## src/verilog/eet_params.svh

```systemverilog
`ifndef EET_PARAMS_SVH
`define EET_PARAMS_SVH

// ---------------------------------------------------------------
// Register offsets (byte addresses)
// ---------------------------------------------------------------
`define EET_OFS_ADDR   12'h000
`define EET_OFS_TALLY  12'h004
`define EET_OFS_CTRL   12'h008
`define EET_OFS_CLEAR  12'h00c
`define EET_OFS_STAT   12'h010
`define EET_OFS_IRQCLR 12'h014
`define EET_OFS_IRQEN  12'h018

// ---------------------------------------------------------------
// Field positions and values
// ---------------------------------------------------------------
`define EET_CTRL_ONEBIT_BIT  0
`define EET_CLEAR_TRAP_BIT   0
`define EET_CLEAR_SWRST_BIT  1
`define EET_EV_TRAP_BIT      0
`define EET_EV_COUNT_BIT     1
`define EET_EV_SAT_BIT       2
`define EET_TRAP_RESET       32'h0000_0000
`define EET_TALLY_RESET      16'h0000
`define EET_TALLY_MAX        16'hffff
`define EET_UNIT_LSB         4
`define EET_EV_W             3

`endif

```

## src/verilog/eet_pkg.sv

```systemverilog
package eet_pkg;
  typedef logic [31:0] eet_addr_t;
  typedef logic [15:0] eet_tally_t;
  typedef enum logic [1:0] {
    EET_IDLE  = 2'b01,
    EET_READ  = 2'b10
  } eet_mode_t;
endpackage : eet_pkg

```

## src/verilog/eet_error_qualify.sv

```systemverilog
`timescale 1ns/1ps
`default_nettype none
`include "eet_params.svh"

module eet_error_qualify
  import eet_pkg::*;
(
  input  wire logic   one_bit_only,
  input  wire logic   unit_valid,
  input  wire logic   err_single,
  input  wire logic   err_double,
  input  wire logic   in_read,
  output logic        log_error
);
  // ---------------------------------------------------------------
  // Qualify one decoded unit for logging
  // ---------------------------------------------------------------
  always_comb begin
    log_error = unit_valid & in_read
              & (err_single | (err_double & ~one_bit_only));
  end
endmodule : eet_error_qualify
`default_nettype wire

```

## src/verilog/eet_trap.sv

```systemverilog
// Chosen here: the register addresses and the APB register port.
`timescale 1ns/1ps
`default_nettype none
`include "eet_params.svh"

// What this block does
// - First read error loads unit address, held
// - Log single and double, or single only
// - Trap changes only during read instruction
// - Clear command, resets zero the trap
// - Sixteen bit count of read errors
// - Counter changes only during read instruction
// - At most one count per unit read
// - Counter saturates at all ones
// - Resets zero the counter
// - Each sixteen byte unit is one ECC unit
module eet_trap
  import eet_pkg::*;
(
  input  wire logic        sys_clk,
  input  wire logic        rst_n,
  input  wire logic        read_active,
  input  wire logic        unit_valid,
  input  wire logic [31:0] unit_byte_addr,
  input  wire logic        err_single,
  input  wire logic        err_double,
  input  wire logic        clear_ecc_status_command,
  input  wire logic        soft_reset,
  input  wire logic        psel,
  input  wire logic        penable,
  input  wire logic        pwrite,
  input  wire logic [11:0] paddr,
  input  wire logic [31:0] pwdata,
  output logic      [31:0] prdata,
  output logic             pready,
  output logic             pslverr,
  output logic      [31:0] trapped_unit_address,
  output logic      [15:0] error_tally_value,
  output logic             irq
);
  // ---------------------------------------------------------------
  // State
  // ---------------------------------------------------------------
  typedef struct packed {
    eet_mode_t               mode;
    eet_addr_t               trap;
    logic                    captured;
    eet_tally_t              tally;
    logic                    one_bit_only;
    logic [`EET_EV_W-1:0]    stat;
    logic [`EET_EV_W-1:0]    en;
    logic [31:0]             rdata;
    logic                    ready;
    logic                    slverr;
    logic                    irq;
  } eet_state_t;

  eet_state_t s_q;
  eet_state_t s_d;
  logic       log_error;
  logic [`EET_EV_W-1:0] ev;

  function automatic logic [31:0] unit_addr(input logic [31:0] a);
    unit_addr = {a[31:`EET_UNIT_LSB], {`EET_UNIT_LSB{1'b0}}};
  endfunction : unit_addr

  function automatic logic known_ofs(input logic [11:0] a);
    known_ofs = (a == `EET_OFS_ADDR) || (a == `EET_OFS_TALLY) ||
                (a == `EET_OFS_CTRL) || (a == `EET_OFS_CLEAR) ||
                (a == `EET_OFS_STAT) || (a == `EET_OFS_IRQCLR) ||
                (a == `EET_OFS_IRQEN);
  endfunction : known_ofs

  eet_error_qualify u_qual (
    .one_bit_only (s_q.one_bit_only),
    .unit_valid   (unit_valid),
    .err_single   (err_single),
    .err_double   (err_double),
    .in_read      (s_q.mode == EET_READ),
    .log_error    (log_error)
  );

  // ---------------------------------------------------------------
  // Next state
  // ---------------------------------------------------------------
  always_comb begin
    logic wr;
    logic rd;
    logic clr;
    logic srst;
    wr   = 1'b0;
    rd   = 1'b0;
    clr  = 1'b0;
    srst = 1'b0;
    ev   = '0;
    s_d  = s_q;
    s_d.ready  = 1'b0;
    s_d.slverr = 1'b0;
    case (s_q.mode)
      EET_IDLE: if (read_active) s_d.mode = EET_READ;
      EET_READ: if (!read_active) s_d.mode = EET_IDLE;
      default:  s_d.mode = EET_IDLE;
    endcase
    if (psel && penable && !s_q.ready) begin
      s_d.ready  = 1'b1;
      s_d.slverr = !known_ofs(paddr);
      wr = pwrite;
      rd = !pwrite;
    end
    if (wr && paddr == `EET_OFS_CLEAR) begin
      clr  = pwdata[`EET_CLEAR_TRAP_BIT];
      srst = pwdata[`EET_CLEAR_SWRST_BIT];
    end
    if (log_error) begin
      if (!s_q.captured) begin
        s_d.trap     = unit_addr(unit_byte_addr);
        s_d.captured = 1'b1;
        ev[`EET_EV_TRAP_BIT] = 1'b1;
      end
      if (s_q.tally != `EET_TALLY_MAX) begin
        s_d.tally = s_q.tally + 16'h0001;
        ev[`EET_EV_COUNT_BIT] = 1'b1;
        if (s_q.tally == `EET_TALLY_MAX - 16'h0001) ev[`EET_EV_SAT_BIT] = 1'b1;
      end
    end
    if (clear_ecc_status_command || clr || srst || soft_reset) begin
      s_d.trap     = `EET_TRAP_RESET;
      s_d.captured = 1'b0;
    end
    if (srst || soft_reset) begin
      s_d.tally = `EET_TALLY_RESET;
    end
    if (wr && paddr == `EET_OFS_CTRL) s_d.one_bit_only = pwdata[`EET_CTRL_ONEBIT_BIT];
    if (wr && paddr == `EET_OFS_IRQEN) s_d.en = pwdata[`EET_EV_W-1:0];
    if (wr && paddr == `EET_OFS_IRQCLR) s_d.stat = s_q.stat & ~pwdata[`EET_EV_W-1:0];
    s_d.stat = s_d.stat | ev;
    if (rd) begin
      case (paddr)
        `EET_OFS_ADDR:  s_d.rdata = s_q.trap;
        `EET_OFS_TALLY: s_d.rdata = {16'h0000, s_q.tally};
        `EET_OFS_CTRL:  s_d.rdata = {31'h0, s_q.one_bit_only};
        `EET_OFS_STAT:  s_d.rdata = {29'h0, s_q.stat};
        `EET_OFS_IRQEN: s_d.rdata = {29'h0, s_q.en};
        default:        s_d.rdata = 32'h0000_0000;
      endcase
    end
    s_d.irq = |(s_d.stat & s_d.en);
  end

  always_ff @(posedge sys_clk or negedge rst_n) begin
    if (!rst_n) begin
      s_q.mode         <= EET_IDLE;
      s_q.trap         <= `EET_TRAP_RESET;
      s_q.captured     <= 1'b0;
      s_q.tally        <= `EET_TALLY_RESET;
      s_q.one_bit_only <= 1'b0;
      s_q.stat         <= '0;
      s_q.en           <= '0;
      s_q.rdata        <= 32'h0000_0000;
      s_q.ready        <= 1'b0;
      s_q.slverr       <= 1'b0;
      s_q.irq          <= 1'b0;
    end else begin
      s_q <= s_d;
    end
  end

  assign prdata               = s_q.rdata;
  assign pready               = s_q.ready;
  assign pslverr              = s_q.slverr;
  assign trapped_unit_address = s_q.trap;
  assign error_tally_value    = s_q.tally;
  assign irq                  = s_q.irq;

  // ---------------------------------------------------------------
  // Checks
  // ---------------------------------------------------------------
  logic        srst_w;
  logic        clr_w;
  logic [31:0] trap_q_w;
  assign srst_w   = soft_reset ||
                    (psel && penable && !s_q.ready && pwrite && paddr == `EET_OFS_CLEAR
                     && pwdata[`EET_CLEAR_SWRST_BIT]);
  assign clr_w    = psel && penable && !s_q.ready && pwrite && paddr == `EET_OFS_CLEAR
                    && pwdata[`EET_CLEAR_TRAP_BIT];
  assign trap_q_w = s_q.trap;
endmodule : eet_trap
`default_nettype wire
```

## config.mk

```make
export PLATFORM = sky130hd
export DESIGN_NAME = eet_trap
export DESIGN_NICKNAME = d
export VERILOG_FILES = /design/src/verilog/eet_pkg.sv /design/src/verilog/eet_error_qualify.sv /design/src/verilog/eet_trap.sv
export VERILOG_INCLUDE_DIRS = /design/src /design/src/verilog
export SDC_FILE = /design/constraint.sdc
export NUM_CORES = 1
export LEC_CHECK = 0
export BUFFER_PORTS_ARGS = -buffer_cell sky130_fd_sc_hd__buf_4
export CORE_MARGIN = 3
export CORE_UTILIZATION = 30
export DETAILED_ROUTE_END_ITERATION = 7
export HOLD_SLACK_MARGIN = 0.15
export PLACE_DENSITY = 0.62
export REMOVE_ABC_BUFFERS = 1
export SLEW_MARGIN = 20
export SYNTH_ARGS = -nofsm -noshare
export SYNTH_HDL_FRONTEND = slang
export SYNTH_SLANG_ARGS = --single-unit
```

## constraint.sdc

```tcl
create_clock -name sys_clk -period 1.8 [get_ports sys_clk]
set_input_delay 0.09 -clock sys_clk [delete_from_list [all_inputs] [get_ports sys_clk]]
set_output_delay 0.09 -clock sys_clk [all_outputs]
set_load 0.005 [all_outputs]
```

==> results.md, run 1 <==
- Clock-pin slew was measured on the worst setup and hold paths at 0.06 ns.
- The kind of critical path is in2reg.
- The synthesized flop and latch total is 89.
- Global routing used 15.2% of the available tracks.
- The highest cell delay on the worst timing path is approximately 0.53 ns.
- The number of flops mapped to enable cells by yosys is 0.
- The number of rows created at floorplan is 45.
- In this run, distinct cell masters in the synthesized netlist total 54.
- On the critical path the largest part of the delay comes from compound AO/OA/AOI/OAI gates.
- The worst register-to-register path has a setup slack of -0.08 ns.
- The run finished, with violations left.
- The area inside the core boundary is roughly 0.015 mm2.
- Of all cell types, the one taking the most synthesized area is dfrtp_1.
- The detailed-routing iteration count for the pre-antenna-repair pass is 5.
- In this run the count of I/O pins placed on the die edge is 170.
- The static power due to leakage is about 3 nW.
- The via count of the first global-routing pass is 4149.
- The commonest cells after synthesis are nand2_1 (116), dfrtp_1 (88), buf_4 (83).
- The violation count after the first detailed-route iteration is between 200 and 250.
- STA classifies the critical path startpoint as a primary input.
- The first global-routing pass estimated between 20 and 25 mm of wire.
- The worst endpoint required time is approximately 2.0 ns.
- The critical path contains buffers and inverters numbering 2 combined.
- The number of failing setup endpoints in the final timing report is 1.
- The finished cells cover around 0.0065 mm2.
- The count of pins over their slew limit was 0.
- The clock buffer count from CTS is 9.
- In this run the tool buffered the top-level ports with roughly 130 buffer cells.
- The tree built by TritonCTS fans out to between 80 and 90 sinks.
- Ranked by total cell area, the synthesized netlist is headed by dfrtp_1 (47%), buf_4 (13%), nand2_1 (9.2%).
- The type of the most critical hold path is in2reg.
- The clock reaches the later pin of the worst-skew pair after between 0.3 and 0.4 ns.
- The portion of the post-synthesis area used by sequential elements is between 40 and 50%.
- The largest voltage drop on the vdd net is between 300 and 400 uV.
- The primary flip-flop cell chosen by synthesis mapping is dfrtp_1.
- The share of synthesized registers carrying an async set or reset is between 90% and 100%.
- The count of inserted antenna diode cells is 0.
- The maximum buffer depth of the clock tree is 2.
- The share of synthesized area in the top cell type comes to a little under half.
- In the final timing run, aggregate negative setup slack is -0.0830 ns.
- The sum of overflow across all layers after global routing is 0.
- Entering global routing, the biggest net connects 37 pins.
- The post-synthesis instance total is roughly 500.
- For this design the ratio of total power to cell area is ~730 mW/mm2.
- The ratio of routed vias to standard cells is 4.61.
- Between clock sinks in the finished design, the worst skew comes to 0.00837 ns.
- The headroom to the max-slew limit is 64.1%.
- The tool flagged a number of max-cap violations equal to 0.
- In the routed design, unresolved DRC markers number 0.
- The final hold violation count is 0.
- The die is around 130 um tall.
- Traced cell by cell, the critical path runs through dlygate4sd3_1, buf_4, nor2b_2, nand3_1, o31ai_1, a22oi_2, a221o_1.
- The final routed wirelength across all metal layers is between 10 and 15 mm.
- The congestion estimate from routability-driven global placement came to 0.804.
- The root buffer cell is clkbuf_16.
- Summing every instance area after synthesis gives 0.00471 mm2.
- The area growth from synthesis to layout is 38.9%.
- The standard cell with the maximum stage delay on the critical path is dlygate4sd3_1.
- The number of H-tree levels is 3.
- The post-place instance area is about 0.0057 mm2.
- Dividing the detail-routed wire length by the instance count gives roughly 16 um.
- Measured along the x axis, the die boundary spans roughly 130 um.
- The checks that failed: setup timing.
- The final-stage net count is between 700 and 800.
- Summed over all nets, the half-perimeter wirelength after detailed placement is a little over 9 mm.
- The CTS tree is built.
- The library cell with the highest instance count after synthesis is nand2_1.
- The routed design could run at a clock period as short as approximately 1.9 ns.
- The post-synthesis average cell area is 9.21 um2.
- At the pin with the least slew margin, the transition time is about 0.53 ns.
- Once routing completed, OpenROAD measured the worst setup slack at -0.0830 ns.
- The full die area is ~0.017 mm2.
- The warning count from the yosys run is 0.
- Once the floorplan was initialized, standard cells occupied 30.8% of the core.
- For the worst setup path, the data arrival time is about 2.1 ns.
- The number of antenna violations at the first check in global routing is 0.
- The fraction of final layout cells with drive strength greater than 1 is a little over a third.
- In the finished design, the share of the clock period the worst path needs comes to 105%.
- Setup repair after global routing could not meet its margin everywhere.
- The category of the worst setup path capture point is a register.
- The maximum fanout along the worst path is 13.
- Across all layers, the routed design uses 3985 vias.
- Once detail routing completed, the nets flagged for antenna violations numbered 0.
- The fmax is ~530 MHz.
[repair_timing]
item	in CTS	in global routing
endpoints found under the setup margin	1	46
pin swaps	1	4
buffers inserted	1	1
resized for setup	6	9
hold buffers	38	0
hold endpoints to repair	124	0
cloned	0	4
[cells in the final DEF (no fill, tap or decap), types with 2 or more instances in the layout]
cell type      instances
buf_4                176
nand2_1              116
dfrtp_1               88
dlygate4sd3_1         38
a21oi_1               35
nand3_1               27
nor2_1                21
xnor2_1               14
a22oi_1               14
o21ai_1               12
clkbuf_16             12
inv_1                  9
buf_12                 7
o21ai_0                6
mux2_2                 5
nor4_1                 4
a211oi_1               4
conb_1                 4
nor3_2                 3
nand4_1                3
o31ai_1                3
clkbuf_1               3
nor4_4                 2
or3_1                  2
and3b_1                2
and3_1                 2
a2111oi_2              2
nor3_1                 2
ha_1                   2
bufinv_16              2
[cell type report]
cell class | instances | area, um2
fillers | 1495 | 8770
clock buffers | 13 | 250
well taps | 211 | 264
inverters | 10 | 37.5
clock inverters | 3 | 65.1
repair buffers | 225 | 1930
multi-input cells | 313 | 1770
flip-flops and latches | 89 | 2230
[registers in the layout, summed over array words and instances, names as in the netlist]
signal	cells
trapped_unit_address	28
s_q	10
prdata	32
pready	1
error_tally_value	16
irq	1
pslverr	1
[cells by family after synthesis]
| kind of cell | share of synthesized area, % |
|---|---|
| mux | 1.19 |
| fa+ha+maj | 0.531 |
| other cells | 0.0795 |
| buf+inv | 16.5 |
| xor+xnor | 2.79 |
| compound gates | 11.7 |
| simple gates | 19.9 |
| flops | 47.3 |
[worst register-to-register path, delay by kind of cell (launching register included)]
family                 cells  cell delay [ns]
AO/OA/AOI/OAI              3             0.87
flip-flops                 1             0.38
buffers and inverters      2             0.21
AND/OR/NAND/NOR            2             0.30
[final timing paths]
check                            from                    to  depth (start not counted)
setup / recovery             paddr[2]                   irq                          7
max in group asynchronous       rst_n               s_q[91]                          3
setup reg to reg               pready                   irq                          7
hold reg to reg            prdata[29]            prdata[29]                          2
hold / removal             soft_reset  error_tally_value[3]                          4
min in group asynchronous       rst_n            prdata[16]                          2
[stage by stage]
stage / hold WS, ns / setup slack [ns] / power [mW] / cells / util (%)
floorplan: -0.206 / -0.644 / 2.33 / 412 / -
global placement: 0.0432 / -0.0449 / 2.68 / 804 / 37.0
detailed placement: 0.0468 / -0.0907 / 2.70 / 804 / 37.0
CTS: 0.173 / -0.0108 / 4.80 / 859 / 41.8
global route: 0.200 / -0.187 / 5.00 / 864 / 42.7
finish: 0.195 / -0.0830 / 4.79 / 864 / 42.7
[power breakdown]
part           internal [mW]  switching, mW  total [mW]
Combinational          0.351          0.333       0.684
Clock                   1.25          0.730        1.98
Sequential              2.07         0.0462        2.12
[metal layers]
metal	global-route usage (%)	vias up	wire [um]	part of all wire, %
met2	26.2	131	6890	50
met5	0	-	0	0
li1	-	1916	-	-
met1	18.6	1906	5790	42
met3	3.33	32	844	6.1
met4	6.07	0	395	2.8
Power figures use the tool's default switching activity.
==> inputs of run 2 (changes only) <==
--- a/config.mk
+++ b/config.mk
@@ -13,6 +13,7 @@
 export HOLD_SLACK_MARGIN = 0.15
 export PLACE_DENSITY = 0.62
 export REMOVE_ABC_BUFFERS = 1
+export SKIP_LAST_GASP = 1
 export SLEW_MARGIN = 20
 export SYNTH_ARGS = -nofsm -noshare
 export SYNTH_HDL_FRONTEND = slang
==> results.md, run 2 (synthesis gave the netlist of run 1 again) <==
- The count of inserted antenna diode cells is 0.
- Cells with a size suffix above 1 make up about a third of the layout.
- At the end of routability-driven placement, the weighted congestion stood at around 0.80.
- The final hold violation count is 0.
- The count of pins over their slew limit is 0.
- The net load switching power is ~1.1 mW.
- Walking the worst path, the cells encountered are nand3b_1, inv_2, nand3_2, buf_4, or4_1, a22oi_2, a221o_1.
- In the final layout, flip-flops and latches occupy around 0.0022 mm2.
- The worst path in the final design needs a cycle of approximately 1.8 ns, including I/O delays and setup.
- The number of fillers in the final layout is approximately 1500.
- The remaining antenna violation count after routing is 0.
- The total chip power is roughly 4.8 mW.
- The later pin in the worst-skew pair is clocked with a latency of ~0.33 ns.
- The full die area is between 0.015 and 0.02 mm2.
- The clock network burns a little over 40% of the power.
- The first detailed-routing pass took 6 iterations.
- The highest cell delay on the worst timing path is 0.52 ns.
- The combinational cell fraction of total power is about 14%.
- The switching fraction of total power is between 20% and 30%.
- The via count of the first global-routing pass is approximately 4100.
- The clock buffer count from CTS is 9.
- TritonCTS built the clock tree.
- The slowest stage of the critical path is the or4_1 cell.
- Of all nets on the critical path, the largest fanout is 3.
- Power spread over the standard cell area amounts to 732 mW/mm2.
- Input and output buffers added on the ports amount to between 100 and 150.
- The area inside the core boundary is between 0.015 and 0.02 mm2.
- Derived from the worst setup path, the maximum achievable clock frequency is ~540 MHz.
- At the worst endpoint, the required time is 2.07 ns.
- The overall via count from detail_route is 3970.
- The sequential share of power is between 40% and 50%.
- The wire-length estimate of the detail-placed layout is roughly 9.3 mm.
- The worst setup path is launched from a register.
- VDD sags by at most just under 400 uV.
- Setup repair after global routing could not meet its margin everywhere.
- The cell sitting at the root of the clock tree is a clkbuf_16.
- The category of the worst setup path capture point is a register.
- The vertical die dimension is 131 um.
- The total of max-cap violations is 0.
- The worst register-to-register path has a depth of 7.
- The register with the most flip-flops in the layout has 32 of them.
- The number of failing setup endpoints in the final timing report is 1.
- The number of H-tree levels is 3.
- Summed over all cells, the static leakage comes to ~3.1 nW.
- After floorplanning, the core was divided into 45 placement rows.
- The type of the most critical hold path is in2reg.
- The final-stage net count is 737.
- The worst hold path was traced through 4 stages.
- The final reports fail on setup timing.
- From synthesis to final layout, the design area changed by 38.7%.
- The violation count after the first detailed-route iteration is ~210.
- After detailed routing, the average wire length per cell comes to ~16 um.
- The library cell used most frequently in the layout, excluding fill and tap cells, is buf_4.
- For the pin with the worst max-slew slack, the measured transition is 0.516 ns.
- From left edge to right edge, the die measures roughly 130 um.
- The final clock skew is 0.00827 ns.
- The number of antenna violations at the first check in global routing is 0.
- The post-route clock period utilization is 103%.
- The library cells used most frequently in the layout, excluding fill and tap cells, are buf_4 (177), nand2_1 (116), dfrtp_1 (88).
- During I/O placement, the number of pins put on the boundary was 170.
- Data arrives at the worst endpoint at between 2 and 2.5 ns.
- The kind of critical path is reg2reg.
- For this run, design rule violations remaining after detail routing come to 0.
- Summed over all layers, the global routing overflow is 0.
- After clock tree synthesis, the clock-pin slew on the worst setup and hold paths is 0.06 ns.
- The setup slack of the critical path after layout is -0.0495 ns.
- The headroom to the max-slew limit is between 60% and 70%.
- Internal power comes to about 3.7 mW.
- The run finished, with violations left.
- Entering global routing, the biggest net connects 37 pins.
- The clock drives between 80 and 90 sinks.
- Dividing the detail-routed via count by the number of cells gives between 4 and 5.
- The smallest hold slack is between 0.15 and 0.2 ns.
- The core utilization of the finished layout is a little over two fifths.
- The wire length of the first global-routing pass is around 21 mm.
- Summing all multi-input logic gate instances after layout gives ~0.0018 mm2.
- Across every metal layer, demand over resource in global routing totals roughly 15%.
- The final routed wirelength across all metal layers is roughly 14 mm.
- In this run the deepest clock path goes through 2 buffers.
- The initial cell density of the core is between 30 and 40%.
[run 2: worst max-delay path: cells and delay by family, from the launching register on]
| kind | cells | cell delay, ns |
|---|---|---|
| compound gates | 2 | 0.35 |
| buf+inv | 2 | 0.23 |
| flops | 1 | 0.38 |
| simple gates | 3 | 0.82 |
[run 2: power groups by stage]
stage | Clock [mW] | Combinational (mW) | Sequential [mW]
floorplan | 0 | 0.184 | 2.15
global placement | 0 | 0.530 | 2.15
detailed placement | 0 | 0.542 | 2.16
CTS | 2.06 | 0.628 | 2.12
global route | 2.13 | 0.747 | 2.12
finish | 1.98 | 0.680 | 2.12
[run 2: layout make-up]
cell class / count / area share, %
well taps: 211 / 4.04
multi-input cells: 313 / 27.0
repair buffers: 225 / 29.4
inverters: 10 / 0.574
clock buffers: 13 / 3.83
clock inverters: 3 / 0.995
flip-flops and latches: 89 / 34.1
[run 2: through the flow]
step                instances  setup slack (ns)  TNS [ns]  area [um2]
finish                    864           -0.0495   -0.0495        6540
global route              864            -0.190     -1.70        6540
CTS                       859           -0.0229   -0.0229        6390
detailed placement        804           -0.0907   -0.0907        5670
global placement          804           -0.0449   -0.0449        5670
floorplan                 412            -0.644    -21.75        3980
[run 2: repair_timing]
action	in CTS	in global routing
gates cloned	0	4
resized for setup	4	8
endpoints found under the setup margin	1	46
buffers inserted	1	1
pin swaps	1	4
endpoints found under the hold margin	123	0
hold buffers	38	0
[run 2: final timing paths]
path / startpoint / endpoint / slack [ns]
hold / removal: soft_reset / error_tally_value[3] / 0.19
min in group asynchronous: rst_n / trapped_unit_address[24] / 0.24
hold reg to reg: prdata[29] / prdata[29] / 0.47
max in group asynchronous: rst_n / s_q[91] / 0.96
setup / recovery: pready / irq / -0.05
setup reg to reg: pready / irq / -0.05
[run 2: layer usage]
metal  track usage, %  vias to the layer above  part of all wire, %
li1                 -                     1913                    -
met2             26.0                      129                   49
met1             18.6                     1895                   42
met3             3.33                       33                  5.7
met4             6.07                        0                  2.9
met5                0                        -                    0
==> inputs of run 3 (changes only) <==
==> constraint.sdc (replaced) <==
create_clock -name sys_clk -period 1.8 [get_ports sys_clk]
set_input_delay 0.27 -clock sys_clk [delete_from_list [all_inputs] [get_ports sys_clk]]
set_output_delay 0.27 -clock sys_clk [all_outputs]
set_load 0.005 [all_outputs]
==> results.md, run 3 (synthesis gave the netlist of run 1 again) <==
- The min-delay analysis places its worst path in the category in2reg.
- The standard cell with the maximum stage delay on the critical path is or3_4.
- The die is ~130 um tall.
- The flow ran to the end, but the final reports show violations.
- The number of I/O port buffers is roughly 130.
- The static power due to leakage is ~2.9 nW.
- The startpoint identified for the worst hold timing path is unit_byte_addr[10].
- The sum of overflow across all layers after global routing is 0.
- The final clock skew is roughly 0.011 ns.
- The maximum buffer depth of the clock tree is 2.
- The post-route clock period utilization is 103%.
- The final reports fail on setup timing.
- The violation count after the first detailed-route iteration is about 240.
- In the routed design, unresolved DRC markers number 0.
- The library cell used most frequently in the layout, excluding fill and tap cells, is buf_4.
- The setup slack of the critical path after layout is -0.0496 ns.
- The path with the worst hold slack has its endpoint at trapped_unit_address[10].
- The via count of the first global-routing pass is 3837.
- Static timing analysis puts the maximum clock frequency at ~540 MHz.
- For this design the top-level I/O count stands at 170.
- The worst hold path passes through 3 cells.
- The count of pins over their slew limit is 0.
- The smallest hold slack is between 0.15 and 0.2 ns.
- Setup repair after global routing could not meet its margin everywhere.
- The final routed wirelength across all metal layers is roughly 13 mm.
- The area growth from synthesis to layout is 29.0%.
- The worst endpoint required time is 2.03 ns.
- The signal on the critical path passes through nand3b_1, inv_2, nand3_2, or3_4, o21ai_4, buf_12, clkbuf_16, a21oi_1.
- STA classifies the critical path endpoint as a register.
- The worst reg-to-reg path cell count is 8.
- The floorplan has between 40 and 50 rows.
- STA puts the critical path data arrival time at between 2 and 2.5 ns.
- In this run the critical register-to-register path is captured at s_q[58].
- Clock latency on the worst-skew pair, taken at its later pin, is 0.35 ns.
- For this design the ratio of total power to cell area is between 700 and 800 mW/mm2.
- The total of max-cap violations is 0.
- The area inside the core boundary is approximately 0.015 mm2.
- Once detailed placement completed, the half-perimeter wirelength came to around 9 mm.
- The highest cell delay on the worst timing path is approximately 0.40 ns.
- The clock buffer count from CTS is 9.
- The ratio of routed vias to standard cells is between 4 and 5.
- In this run the worst path has a maximum fanout of 14.
- The flip-flop count of the largest register, all copies and words added is 32.
- The fraction of final layout cells with drive strength greater than 1 is 36.1%.
- The width of the die is 131 um.
- The initial cell density of the core is a little under a third.
- The net load switching power is 1.07 mW.
- TritonCTS built the clock tree.
- The register-to-register setup slack is -0.05 ns.
- The design internal power is 3.32 mW.
- Including well taps, the total number of placed cells is between 800 and 900.
- The clock-pin slew on the worst setup and hold paths is approximately 0.07 ns.
- For this run, the number of standard cells in the final layout without fillers is between 800 and 900.
- Sequential cells burn between 40 and 50% of the power.
- The critical path contains buffers and inverters numbering 3 combined.
- The die covers roughly 0.017 mm2.
- Entering global routing, the biggest net connects 90 pins.
- For this design, the sink count on the clock tree is 89.
- The number of H-tree levels is 3.
- The worst setup path is launched from a register.
- The largest voltage drop on the vdd net is ~450 uV.
- The wire length of the first global-routing pass is 20.2 mm.
- Combinational logic is responsible for about an eighth of the overall power.
- The library cells used most frequently in the layout, excluding fill and tap cells, are buf_4 (175), nand2_1 (116), dfrtp_1 (88).
- At the end of routability-driven placement, the weighted congestion stood at a little over 0.8.
- The final hold violation count is 0.
- The global-route usage over all layers is 14.6%.
- The number of antenna violations at the first check in global routing came to 0.
- The number of failing setup endpoints in the final timing report is 29.
- The count of inserted antenna diode cells is 0.
- The portion of total power attributed to the clock network is 38.9%.
- In this run the remaining antenna-violating nets after routing total 0.
- The net count of the finished layout is around 700.
- The minimum setup slack after placement is -0.273 ns.
- The worst setup path is of the reg2reg kind.
- The routed layout has around 3800 vias.
- The shortest clock period the worst path allows after layout is 1.85 ns.
- The total chip power is between 4 and 5 mW.
- Clock tree synthesis selected as its root buffer the cell clkbuf_16.
- The worst flop-to-flop path startpoint is pready.
- The detailed-routing iteration count for the pre-antenna-repair pass is 5.
- The category of cells accounting for the largest share of critical-path delay is simple AND/OR/NAND/NOR gates.
- In this run switching power makes up between 20% and 30% of total power.
- The detail-routed net length per standard cell is around 16 um.
[run 3: changes by cell type in the layout (fill, tap and decap cells not counted), sizes merged]
cell,before,now
bufinv,2,0
buf,184,182
clkinv,1,0
clkbuf,16,17
dlygate4sd3,38,2
[run 3: cell type report]
type                            instances  area, um2
Clock buffer                           15        258
Fill cell                            1536       9230
Inverter                               10       37.5
Multi-Input combinational cell        313       1780
Sequential cell                        89       2230
Tap cell                              211        264
Timing Repair Buffer                  186       1520
[run 3: repair_timing]
item | in CTS | in global routing
buffers inserted | 1 | 2
hold buffers | 2 | 0
pin swaps | 1 | 9
resized for setup | 3 | 10
endpoints found under the setup margin | 30 | 46
gates cloned | 0 | 2
endpoints found under the hold margin | 90 | 0
[run 3: worst max-delay path by stage]
stage | startpoint | to | slack, ns | depth (start not counted)
floorplan | pready | s_q[58] | -0.64 | 6
global placement | paddr[1] | irq | -0.22 | 6
detailed placement | paddr[1] | irq | -0.27 | 6
CTS | pready | irq | -0.03 | 7
global route | pready | irq | -0.15 | 6
finish | pready | s_q[58] | -0.05 | 8
[run 3: power groups by stage]
| stage | clock network, mW | registers, mW | logic (mW) |
|---|---|---|---|
| after floorplan | 0 | 2.15 | 0.184 |
| after global placement | 0 | 2.15 | 0.513 |
| after detailed placement | 0 | 2.15 | 0.523 |
| after CTS | 1.76 | 2.12 | 0.532 |
| after global routing | 1.82 | 2.12 | 0.627 |
| final | 1.71 | 2.11 | 0.566 |
[run 3: stage by stage]
stage	utilization [%]	cell area [um2]	TNS [ns]
after floorplan	-	3980	-21.75
after CTS	38.9	5950	-0.0318
after global placement	36.9	5660	-0.766
after detailed placement	36.9	5660	-1.41
after global routing	39.7	6080	-3.44
final	39.7	6080	-0.787
[run 3: routing by layer]
layer  share of wire [%]  track usage [%]  vias up
met2                  49             24.7      108
met3                 6.3             4.40       17
met1                  42             17.3     1860
li1                    -                -     1833
met5                   0                0        -
met4                 2.6             5.95        0
[run 3: worst reg2reg max path, cell delays in order, from the launching register on]
cell and delay, ns:
dfrtp_1 0.37, nand3b_1 0.19, inv_2 0.10, nand3_2 0.14, or3_4 0.40, o21ai_4 0.16, buf_12 0.14, clkbuf_16 0.18
a21oi_1 0.06
